==> src/cpt_defs.svh <==
/*
 * Register map, field positions, reset values and period counts of the
 * clock and time-base unit.
 * Assumes inclusion by bare name from the unit's design files.
 */
`ifndef CPT_DEFS_SVH
`define CPT_DEFS_SVH

// register indices, byte address is four times the index
`define CPT_IDX_CTRL 8'h2E
`define CPT_IDX_STAT 8'h31
`define CPT_IDX_MASK 8'h32
`define CPT_ADDR_CTRL {`CPT_IDX_CTRL, 2'h0}
`define CPT_ADDR_STAT {`CPT_IDX_STAT, 2'h0}
`define CPT_ADDR_MASK {`CPT_IDX_MASK, 2'h0}

// clock_timebase_control_status fields
`define CPT_BIT_CLKOUT 7
`define CPT_BIT_DIV_HI 6
`define CPT_BIT_DIV_LO 5
`define CPT_BIT_SLOW 4
`define CPT_BIT_TB_HI 3
`define CPT_BIT_TB_LO 2
`define CPT_BIT_IRQEN 1
`define CPT_BIT_FLAG 0
`define CPT_CTRL_RESET 8'h00
`define CPT_EVT_RESET 1'h0

// time-base periods in oscillator cycles
`define CPT_TB_PERIOD0 18'h03E80
`define CPT_TB_PERIOD1 18'h07D00
`define CPT_TB_PERIOD2 18'h13880
`define CPT_TB_PERIOD3 18'h30D40

`define CPT_RESP_OKAY 2'h0
`define CPT_RESP_SLVERR 2'h2

`endif

==> src/cpt_pkg.sv <==
/*
 * Types shared by the clock and time-base unit.
 * Assumes nothing beyond a SystemVerilog compiler.
 */
package cpt_pkg;
    typedef enum logic [1:0] {
        PWR_RUN,
        PWR_WAIT,
        PWR_AHALT,
        PWR_HALT
    } cpt_pwr_e;
    typedef logic [17:0] cpt_period_t;
endpackage

==> src/cpt_tb_if.sv <==
/*
 * Link between the register logic and the time-base counter.
 * Assumes both ends run on the same clock.
 */
`timescale 1ns/1ps
interface cpt_tb_if;
    logic [1:0] sel;
    logic run;
    logic tick;
    modport ctl (output sel, output run, input tick);
    modport cnt (input sel, input run, output tick);
endinterface

==> src/cpt_cpu_divider.sv <==
/*
 * CPU clock enable generator: full rate or oscillator / 2,4,8,16.
 * Assumes clk is the oscillator clock and rstN a synchronised reset.
 */
`timescale 1ns/1ps
module cpt_cpu_divider (
    input wire logic clk, // oscillator clock
    input wire logic rstN, // synchronised reset, active low
    input wire logic run, // low freezes the CPU clock
    input wire logic slowSel, // slow mode select
    input wire logic [1:0] divSel, // slow divider select
    output logic cpuClkEn // one cycle per CPU clock
);
    logic [3:0] cnt_q;
    logic [3:0] mask;

    assign mask = 4'((5'h2 << divSel) - 5'h1);

    always_ff @(posedge clk or negedge rstN) begin
        if (!rstN) begin
            cnt_q <= 4'h0;
        end else if (run) begin
            cnt_q <= 4'(cnt_q + 4'h1);
        end
    end

    always_ff @(posedge clk or negedge rstN) begin
        if (!rstN) begin
            cpuClkEn <= 1'h0;
        end else begin
            cpuClkEn <= run && (!slowSel || ((cnt_q & mask) == mask));
        end
    end

    chk_normal_speed: assert property (
        @(posedge clk) disable iff (!rstN)
        (run && !slowSel) |=> cpuClkEn)
        else $error("cpu clock not undivided in normal mode");

    chk_slow_div4: assert property (
        @(posedge clk) disable iff (!rstN)
        (cpuClkEn && run && slowSel && divSel == 2'h1 &&
         $past(slowSel) && $past(divSel) == 2'h1) |=>
        (!cpuClkEn || !run || !slowSel || divSel != 2'h1) [*3])
        else $error("cpu clock enable faster than divide by four");
endmodule

==> src/cpt_timebase_counter.sv <==
/*
 * Time-base counter: counts oscillator cycles, pulses tick each period.
 * Assumes the selection arrives from the register logic on the same clock.
 */
`timescale 1ns/1ps
`include "cpt_defs.svh"
module cpt_timebase_counter #(
    parameter cpt_pkg::cpt_period_t TB_PERIOD0 = `CPT_TB_PERIOD0, // code 00
    parameter cpt_pkg::cpt_period_t TB_PERIOD1 = `CPT_TB_PERIOD1, // code 01
    parameter cpt_pkg::cpt_period_t TB_PERIOD2 = `CPT_TB_PERIOD2, // code 10
    parameter cpt_pkg::cpt_period_t TB_PERIOD3 = `CPT_TB_PERIOD3 // code 11
) (
    input wire logic clk, // oscillator clock
    input wire logic rstN, // synchronised reset, active low
    cpt_tb_if.cnt tb // selection, run and tick
);
    cpt_pkg::cpt_period_t cnt_q;
    cpt_pkg::cpt_period_t period;
    logic [1:0] curSel_q;
    logic last;
    logic tick_q;

    always_comb begin
        case (curSel_q)
            2'h0: period = TB_PERIOD0;
            2'h1: period = TB_PERIOD1;
            2'h2: period = TB_PERIOD2;
            default: period = TB_PERIOD3;
        endcase
    end

    assign last = cnt_q == 18'(period - 18'h1);
    assign tb.tick = tick_q;

    always_ff @(posedge clk or negedge rstN) begin
        if (!rstN) begin
            cnt_q <= 18'h0;
        end else if (tb.run) begin
            cnt_q <= last ? 18'h0 : 18'(cnt_q + 18'h1);
        end
    end

    // new selection only at a period boundary
    always_ff @(posedge clk or negedge rstN) begin
        if (!rstN) begin
            curSel_q <= 2'h0;
        end else if (tb.run && last) begin
            curSel_q <= tb.sel;
        end
    end

    always_ff @(posedge clk or negedge rstN) begin
        if (!rstN) begin
            tick_q <= 1'h0;
        end else begin
            tick_q <= tb.run && last;
        end
    end

    chk_sel_boundary: assert property (
        @(posedge clk) disable iff (!rstN)
        !(tb.run && last) |=> $stable(curSel_q))
        else $error("time base changed inside a period");

    chk_period_wrap: assert property (
        @(posedge clk) disable iff (!rstN)
        (tb.run && last) |=> (tick_q && cnt_q == 18'h0))
        else $error("counter did not restart at period end");

    chk_period_len: assert property (
        @(posedge clk) disable iff (!rstN)
        (tb.run && curSel_q == 2'h0 && cnt_q == 18'h03E7F) |=> tick_q)
        else $error("shortest period not 16000 cycles");
endmodule

==> src/cpt_clock_timebase.sv <==
/*
 * Clock and time-base unit: CPU clock prescaler, oscillator clock out on a
 * pin, real-time time base with flag and interrupt, AXI4-Lite registers.
 * Assumes mclk is the oscillator clock and the CPU signals halt and wait
 * instructions on mclk; the external wake-up comes from outside.
 */
// Design decision made here: the AXI4-Lite register port.
`timescale 1ns/1ps
`include "cpt_defs.svh"
module cpt_clock_timebase #(
    parameter cpt_pkg::cpt_period_t TB_PERIOD0 = `CPT_TB_PERIOD0, // code 00
    parameter cpt_pkg::cpt_period_t TB_PERIOD1 = `CPT_TB_PERIOD1, // code 01
    parameter cpt_pkg::cpt_period_t TB_PERIOD2 = `CPT_TB_PERIOD2, // code 10
    parameter cpt_pkg::cpt_period_t TB_PERIOD3 = `CPT_TB_PERIOD3 // code 11
) (
    input wire logic mclk, // oscillator clock, 40 MHz
    input wire logic nrst, // asynchronous reset, active low
    input wire logic [9:0] awaddr, // write address
    input wire logic [2:0] awprot, // write protection, unused
    input wire logic awvalid, // write address valid
    output logic awready, // write address ready
    input wire logic [31:0] wdata, // write data
    input wire logic [3:0] wstrb, // write byte strobes
    input wire logic wvalid, // write data valid
    output logic wready, // write data ready
    output logic [1:0] bresp, // write response
    output logic bvalid, // write response valid
    input wire logic bready, // write response ready
    input wire logic [9:0] araddr, // read address
    input wire logic [2:0] arprot, // read protection, unused
    input wire logic arvalid, // read address valid
    output logic arready, // read address ready
    output logic [31:0] rdata, // read data
    output logic [1:0] rresp, // read response
    output logic rvalid, // read data valid
    input wire logic rready, // read data ready
    input wire logic haltExec, // halt instruction executed, pulse
    input wire logic waitExec, // wait instruction executed, pulse
    input wire logic wakeExt, // halt-exiting interrupt, asynchronous
    input wire logic gpioO, // port data when pin is plain I/O
    input wire logic gpioOe, // port enable when pin is plain I/O
    output logic clkOutPinO, // clock-out pin output value
    output logic clkOutPinOe, // clock-out pin output enable
    output logic cpuClkEn, // CPU clock enable, one per CPU cycle
    output logic tbIrq, // time-base interrupt request, level
    output logic irq, // masked event interrupt, level
    output logic activeHalt, // device in active halt
    output logic haltMode // device in halt
);
    logic [1:0] rstSync_q;
    logic rstN;
    logic [1:0] wakeSync_q;
    logic wakeS;
    cpt_pkg::cpt_pwr_e pwr_q;
    logic freezeReg;
    logic [7:1] swBits_q;
    logic flag_q;
    logic [7:0] ctrlReg;
    logic evt_q;
    logic mask_q;
    logic wrFire;
    logic rdFire;
    logic wrCtrl;
    logic rdCtrl;
    logic rdStat;
    logic rdHit;
    logic wrHit;
    logic [31:0] rdMux;
    logic tick;

    cpt_tb_if tbIf();

    always_ff @(posedge mclk or negedge nrst) begin
        if (!nrst) begin
            rstSync_q <= 2'h0;
        end else begin
            rstSync_q <= {rstSync_q[0], 1'h1};
        end
    end
    assign rstN = rstSync_q[1];

    always_ff @(posedge mclk or negedge rstN) begin
        if (!rstN) begin
            wakeSync_q <= 2'h0;
        end else begin
            wakeSync_q <= {wakeSync_q[0], wakeExt};
        end
    end
    assign wakeS = wakeSync_q[1];

    // power mode of the device as seen by this unit
    always_ff @(posedge mclk or negedge rstN) begin
        if (!rstN) begin
            pwr_q <= cpt_pkg::PWR_RUN;
        end else begin
            case (pwr_q)
                cpt_pkg::PWR_RUN: begin
                    if (haltExec) begin
                        pwr_q <= ctrlReg[`CPT_BIT_IRQEN] ?
                            cpt_pkg::PWR_AHALT : cpt_pkg::PWR_HALT;
                    end else if (waitExec) begin
                        pwr_q <= cpt_pkg::PWR_WAIT;
                    end
                end
                cpt_pkg::PWR_WAIT, cpt_pkg::PWR_AHALT: begin
                    if (tbIrq || wakeS) begin
                        pwr_q <= cpt_pkg::PWR_RUN;
                    end
                end
                cpt_pkg::PWR_HALT: begin
                    if (wakeS) begin
                        pwr_q <= cpt_pkg::PWR_RUN;
                    end
                end
                default: pwr_q <= cpt_pkg::PWR_RUN;
            endcase
        end
    end

    assign freezeReg = pwr_q == cpt_pkg::PWR_AHALT ||
        pwr_q == cpt_pkg::PWR_HALT;
    assign activeHalt = pwr_q == cpt_pkg::PWR_AHALT;
    assign haltMode = pwr_q == cpt_pkg::PWR_HALT;

    // both address and data must be offered before the write is taken
    assign wrFire = awvalid && wvalid && !bvalid;
    assign awready = wrFire;
    assign wready = wrFire;
    assign rdFire = arvalid && !rvalid;
    assign arready = !rvalid;
    assign wrCtrl = wrFire && awaddr == `CPT_ADDR_CTRL && wstrb[0];
    assign rdCtrl = rdFire && araddr == `CPT_ADDR_CTRL;
    assign rdStat = rdFire && araddr == `CPT_ADDR_STAT;
    assign wrHit = awaddr == `CPT_ADDR_CTRL || awaddr == `CPT_ADDR_MASK;

    always_ff @(posedge mclk or negedge rstN) begin
        if (!rstN) begin
            swBits_q <= 7'(`CPT_CTRL_RESET >> 1);
        end else if (wrCtrl && !freezeReg) begin
            swBits_q <= wdata[7:1];
        end
    end

    // a period end in the same cycle as the clearing read wins
    always_ff @(posedge mclk or negedge rstN) begin
        if (!rstN) begin
            flag_q <= 1'h0;
        end else if (tick) begin
            flag_q <= 1'h1;
        end else if (rdCtrl && !freezeReg) begin
            flag_q <= 1'h0;
        end
    end

    assign ctrlReg = {swBits_q, flag_q};

    always_ff @(posedge mclk or negedge rstN) begin
        if (!rstN) begin
            evt_q <= `CPT_EVT_RESET;
        end else if (tick) begin
            evt_q <= 1'h1;
        end else if (rdStat) begin
            evt_q <= 1'h0;
        end
    end

    always_ff @(posedge mclk or negedge rstN) begin
        if (!rstN) begin
            mask_q <= 1'h0;
        end else if (wrFire && awaddr == `CPT_ADDR_MASK && wstrb[0]) begin
            mask_q <= wdata[0];
        end
    end

    assign irq = evt_q && mask_q;
    assign tbIrq = ctrlReg[`CPT_BIT_IRQEN] && flag_q;

    always_ff @(posedge mclk or negedge rstN) begin
        if (!rstN) begin
            bvalid <= 1'h0;
            bresp <= `CPT_RESP_OKAY;
        end else if (wrFire) begin
            bvalid <= 1'h1;
            bresp <= wrHit ? `CPT_RESP_OKAY : `CPT_RESP_SLVERR;
        end else if (bready) begin
            bvalid <= 1'h0;
        end
    end

    always_comb begin
        rdMux = 32'h0;
        rdHit = 1'h1;
        case (araddr)
            `CPT_ADDR_CTRL: rdMux = {24'h0, ctrlReg};
            `CPT_ADDR_STAT: rdMux = {31'h0, evt_q};
            `CPT_ADDR_MASK: rdMux = {31'h0, mask_q};
            default: rdHit = 1'h0;
        endcase
    end

    always_ff @(posedge mclk or negedge rstN) begin
        if (!rstN) begin
            rvalid <= 1'h0;
            rdata <= 32'h0;
            rresp <= `CPT_RESP_OKAY;
        end else if (rdFire) begin
            rvalid <= 1'h1;
            rdata <= rdMux;
            rresp <= rdHit ? `CPT_RESP_OKAY : `CPT_RESP_SLVERR;
        end else if (rready) begin
            rvalid <= 1'h0;
        end
    end

    assign tbIf.sel = ctrlReg[`CPT_BIT_TB_HI:`CPT_BIT_TB_LO];
    assign tbIf.run = pwr_q != cpt_pkg::PWR_HALT;
    assign tick = tbIf.tick;

    cpt_timebase_counter #(
        .TB_PERIOD0(TB_PERIOD0),
        .TB_PERIOD1(TB_PERIOD1),
        .TB_PERIOD2(TB_PERIOD2),
        .TB_PERIOD3(TB_PERIOD3)
    ) uCounter (
        .clk(mclk),
        .rstN(rstN),
        .tb(tbIf.cnt)
    );

    cpt_cpu_divider uDivider (
        .clk(mclk),
        .rstN(rstN),
        .run(!freezeReg),
        .slowSel(ctrlReg[`CPT_BIT_SLOW]),
        .divSel(ctrlReg[`CPT_BIT_DIV_HI:`CPT_BIT_DIV_LO]),
        .cpuClkEn(cpuClkEn)
    );

    // oscillator clock replaces the port function of the pin
    assign clkOutPinO = ctrlReg[`CPT_BIT_CLKOUT] ? mclk : gpioO;
    assign clkOutPinOe = ctrlReg[`CPT_BIT_CLKOUT] || gpioOe;

    chk_reset_clear: assert property (
        @(posedge mclk) disable iff (!nrst)
        $rose(rstN) |-> ctrlReg == 8'h00)
        else $error("control register not clear after reset");

    chk_clkout_pin: assert property (
        @(posedge mclk) disable iff (!rstN)
        ctrlReg[`CPT_BIT_CLKOUT] |-> (clkOutPinOe && clkOutPinO == mclk))
        else $error("clock-out pin not driven");

    chk_flag_set: assert property (
        @(posedge mclk) disable iff (!rstN)
        tick |=> flag_q && evt_q)
        else $error("period end did not set the flag");

    chk_flag_clear: assert property (
        @(posedge mclk) disable iff (!rstN)
        (rdCtrl && !tick && !freezeReg) |=> !flag_q)
        else $error("control read did not clear the flag");

    chk_tb_irq: assert property (
        @(posedge mclk) disable iff (!rstN)
        (tick && ctrlReg[`CPT_BIT_IRQEN] && !wrCtrl) |=> tbIrq)
        else $error("time-base interrupt not raised");

    chk_active_halt: assert property (
        @(posedge mclk) disable iff (!rstN)
        (pwr_q == cpt_pkg::PWR_RUN && haltExec) |=>
        (activeHalt == $past(ctrlReg[`CPT_BIT_IRQEN]) &&
         haltMode == !$past(ctrlReg[`CPT_BIT_IRQEN])))
        else $error("halt entered the wrong mode");

    chk_halt_frozen: assert property (
        @(posedge mclk) disable iff (!rstN)
        (haltMode && $past(haltMode) && $past(haltMode, 2)) |->
        ($stable(ctrlReg) && !tick))
        else $error("register or counter moved in halt");

    chk_ahalt_wake: assert property (
        @(posedge mclk) disable iff (!rstN)
        (activeHalt && tbIrq) |=> pwr_q == cpt_pkg::PWR_RUN)
        else $error("time-base interrupt did not end active halt");
endmodule

==> config.mk <==
export PLATFORM = sky130hd
export DESIGN_NAME = cpt_clock_timebase
export DESIGN_NICKNAME = d
export VERILOG_FILES = /design/src/cpt_pkg.sv /design/src/cpt_tb_if.sv /design/src/cpt_cpu_divider.sv /design/src/cpt_timebase_counter.sv /design/src/cpt_clock_timebase.sv
export VERILOG_INCLUDE_DIRS = /design/src /design/src/src
export SDC_FILE = /design/constraint.sdc
export NUM_CORES = 1
export LEC_CHECK = 0
export ABC_AREA = 0
export BUFFER_PORTS_ARGS = -buffer_cell sky130_fd_sc_hd__buf_2
export CORE_UTILIZATION = 40
export CTS_BUF_LIST = sky130_fd_sc_hd__clkbuf_4
export DETAILED_ROUTE_END_ITERATION = 6
export PLACE_DENSITY = 0.69
export SKIP_LAST_GASP = 1
export SLEW_MARGIN = 20
export SYNTH_ARGS = -nofsm -noshare
export SYNTH_HDL_FRONTEND = slang
export SYNTH_SLANG_ARGS = --single-unit
==> constraint.sdc <==
create_clock -name mclk -period 1.75 [get_ports mclk]
set_clock_uncertainty 0.15 [all_clocks]
set_input_delay 0.0875 -clock mclk [delete_from_list [all_inputs] [get_ports mclk]]
set_output_delay 0.0875 -clock mclk [all_outputs]
set_load 0.01 [all_outputs]
==> metrics.md <==
| Metric | Value |
|---|---|
| Die footprint | `7410 µm²` |
| Worst-Margin Slew | `0.491 ns` |
| Max Cap Violations | `0` |
| 1st-iter DRT viols | `73` |
| Count of cell types in the netlist | `50` |
| Post-synthesis area per instance | `10.6 µm²` |
| Final worst path period need | `about 2.1 ns` |
| Status | `finished with violations` |
| Post-DP HPWL | `4560 µm` |
| Post-route setup slack | `-0.334 ns` |
| Wire length per cell | `13.3 µm` |
| Register area | `roughly 1400 µm²` |
| Final nets | `488` |
| Leakage | `1.92 nW` |
| Worst hold path class | `reg2async` |
| Register area share after synthesis | `47.8%` |
| Arrival time worst endpoint | `2.35 ns` |
| FFs w/ async S/R, synth | `100%` |
| TritonCTS clock tree | `done` |
| Vias in the first global route | `2315` |
| WHS | `0.0289 ns` |
| Row Count | `30` |
| Post-synth EDFFs | `0` |
| # setup viols final | `34` |
| Initial antenna violation count | `0` |
| Setup CP Type | `reg2reg` |
| Most common cell after layout, fill and taps aside | `buf_2` |
| RSZ-0062 raised after global routing | `true` |
| Failing checks | `negative setup slack` |
| CP Launch Type | `flip-flop` |
| Most frequent cells in the layout | `buf_2, dfrtp_1, buf_4` |
| Max Slew Vio Count | `0` |
| Synth warn | `0` |
| Max Clk Rate | `0.480 GHz` |
| Area Overhead vs Synth | `44.6%` |
| Max rail drop VDD | `436 µV` |
| DR vias | `2406` |
| First-pass GRT wire length | `11100 µm` |
| DR pass1 iterations | `4` |
| Worst EP required | `2.01 ns` |
| Pwr Density | `910 nW/µm²` |
| Total congestion overflow | `0` |
| Worst r2r path cells | `5` |
| Initial Util | `a little over two fifths` |
| Die Wd | `around 86 µm` |
| Relative slew slack | `66.8%` |
| Post-DRT Antenna Nets | `0` |
| Multi-input gate area | `1500 µm²` |
| Total track usage | `roughly a fifth` |
| DIE HEIGHT | `86.1 µm` |
| Post-route standard cell area excluding fillers | `4090 µm²` |
| Mapped Area | `between 2000 and 3000 µm²` |
| Synth Flop Type | `dfrtp_1` |
| Routed WL | `6750 µm` |
| Layout cells sized above 1 | `between 30% and 40%` |
| Period Utilization, post-route | `119%` |
| Routability cong. | `0.783` |
| Gate Count Post-Synth | `267` |
| Clk_lat worst skew | `around 0.50 ns` |
| Area of the core | `6790 µm²` |
| Ports | `122` |
| # fillers | `573` |
| Total power | `between 3 and 4 mW` |
| Drt via density | `4.75` |
| DRC | `0` |
| Critical Path End Type | `flip-flop` |
| Pre-CTS setup slack | `-0.372 ns` |
| Largest net degree at the start of global routing | `39` |
| Clk pin slew, worst setup/hold paths | `0.17 ns` |
| Port bufs | `62` |
| Final hold vios | `0` |
| Diode count | `0` |
| Maximum fanout along the worst path | `5` |
| Area after DPL | `roughly 3500 µm²` |
| Register bit total from synthesis | `54` |
==> cell families (layout without fill, tap and decap cells) <==
kind of cell             Yosys count  count (layout)  share of synthesized area [%]
XOR/XNOR                          19              19                           5.88
other                              2              27                          0.266
AO/OA/AOI/OAI                     40              40                           10.5
adder cells (fa/ha/maj)            5               5                           2.21
flip-flops                        54              54                           47.8
buffers and inverters             42             160                           9.56
multiplexers                      13              13                           5.13
AND/OR/NAND/NOR                   92              92                           18.6
==> layer usage <==
| layer | global-route usage (%) | wire [µm] | part of all wire [%] | up-vias |
|---|---|---|---|---|
| li1 | - | - | - | 1162 |
| met1 | 24.5 | 2800 | 41 | 1159 |
| met2 | 32.8 | 3450 | 51 | 75 |
| met3 | 5.77 | 434 | 6.4 | 10 |
| met4 | 6.21 | 73 | 1.1 | 0 |
| met5 | 0 | 0 | 0 | - |
==> sequential cells by signal, summed over array words and instances (netlist names) <==
signal and flops:
rresp 1, mask_q 1, bresp 1, rdata 8, pwr_q 2, uDivider.cpuClkEn 1
bvalid 1, rvalid 1, wakeSync_q 2, uDivider.cnt_q 4, uCounter.cnt_q 18, uCounter.curSel_q 2
flag_q 1, uCounter.tb.tick 1, evt_q 1, swBits_q 7, rstSync_q 2
==> synth_stat cells, drive strengths merged (3+ instances only) <==
cell / n / area [µm²]
a21oi: 6 / 30.0
a22o: 8 / 70.1
buf: 29 / 221
dfrtp: 54 / 1350
ha: 5 / 62.6
inv: 11 / 41.3
mux2: 12 / 135
nand2: 21 / 78.8
nand2b: 3 / 18.8
nand3: 7 / 35.0
nand4: 4 / 25.0
nand4b: 3 / 26.3
nor2: 20 / 75.1
nor3: 9 / 67.6
nor4: 4 / 46.3
o21ai: 10 / 50.1
or2: 4 / 25.0
or3: 4 / 25.0
xnor2: 16 / 140
xor2: 3 / 26.3
==> per-stage QoR <==
stage	std cells	TNS, ns	util [%]
finish	506	-5.34	60.2
detailed placement	458	-6.09	51.5
global route	506	-8.06	60.2
floorplan	292	-4.25	-
global placement	458	-4.40	51.5
CTS	506	-5.15	59.3
==> worst max-delay path, cell delays in order (launching register included) <==
cell and delay, ns:
dfrtp_2 0.47, o21bai_4 0.19, a2111oi_4 0.31, o2111ai_2 0.20
nor3_4 0.34, mux2_4 0.33
==> timing repair <==
action	CTS	global route
endpoints found under the hold margin	27	5
gates resized for setup	22	15
hold buffers	34	3
setup endpoints to repair	26	39
pin swaps	13	8
buffers inserted	4	2
==> power by group <==
part           leakage [nW]  internal (mW)  switching [mW]  total [mW]
logic                  1.19          0.730           0.658        1.39
registers             0.678           1.45           0.176        1.63
clock network        0.0531          0.242           0.466       0.709
total                  1.92           2.42            1.30        3.72
==> final cells by class <==
cell class,instances,area share [%]
Multi-Input combinational cell,196,36.6
Sequential cell,54,33.2
Timing Repair Buffer,137,24.1
Tap cell,96,2.94
Clock buffer,9,1.59
Inverter,11,1.01
Clock inverter,3,0.612
==> path summary, 6_finish.rpt <==
check | startpoint | end | slack [ns]
worst max register to register | uCounter.curSel_q[1]$_DFFE_PN0P_ | uCounter.curSel_q[1]$_DFFE_PN0P_ | -0.33
worst max-delay path | uCounter.curSel_q[1]$_DFFE_PN0P_ | uCounter.curSel_q[1]$_DFFE_PN0P_ | -0.33
min in group mclk | wakeExt | wakeSync_q[0]$_DFF_PN0_ | 0.07
max in group asynchronous | rstSync_q[1]$_DFF_PN0_ | uCounter.curSel_q[0]$_DFFE_PN0P_ | 0.90
worst min register to register | rstSync_q[1]$_DFF_PN0_ | uCounter.cnt_q[13]$_DFFE_PN0N_ | 0.03
worst min-delay path | rstSync_q[1]$_DFF_PN0_ | uCounter.cnt_q[13]$_DFFE_PN0N_ | 0.03
Power figures use the tool's default switching activity.
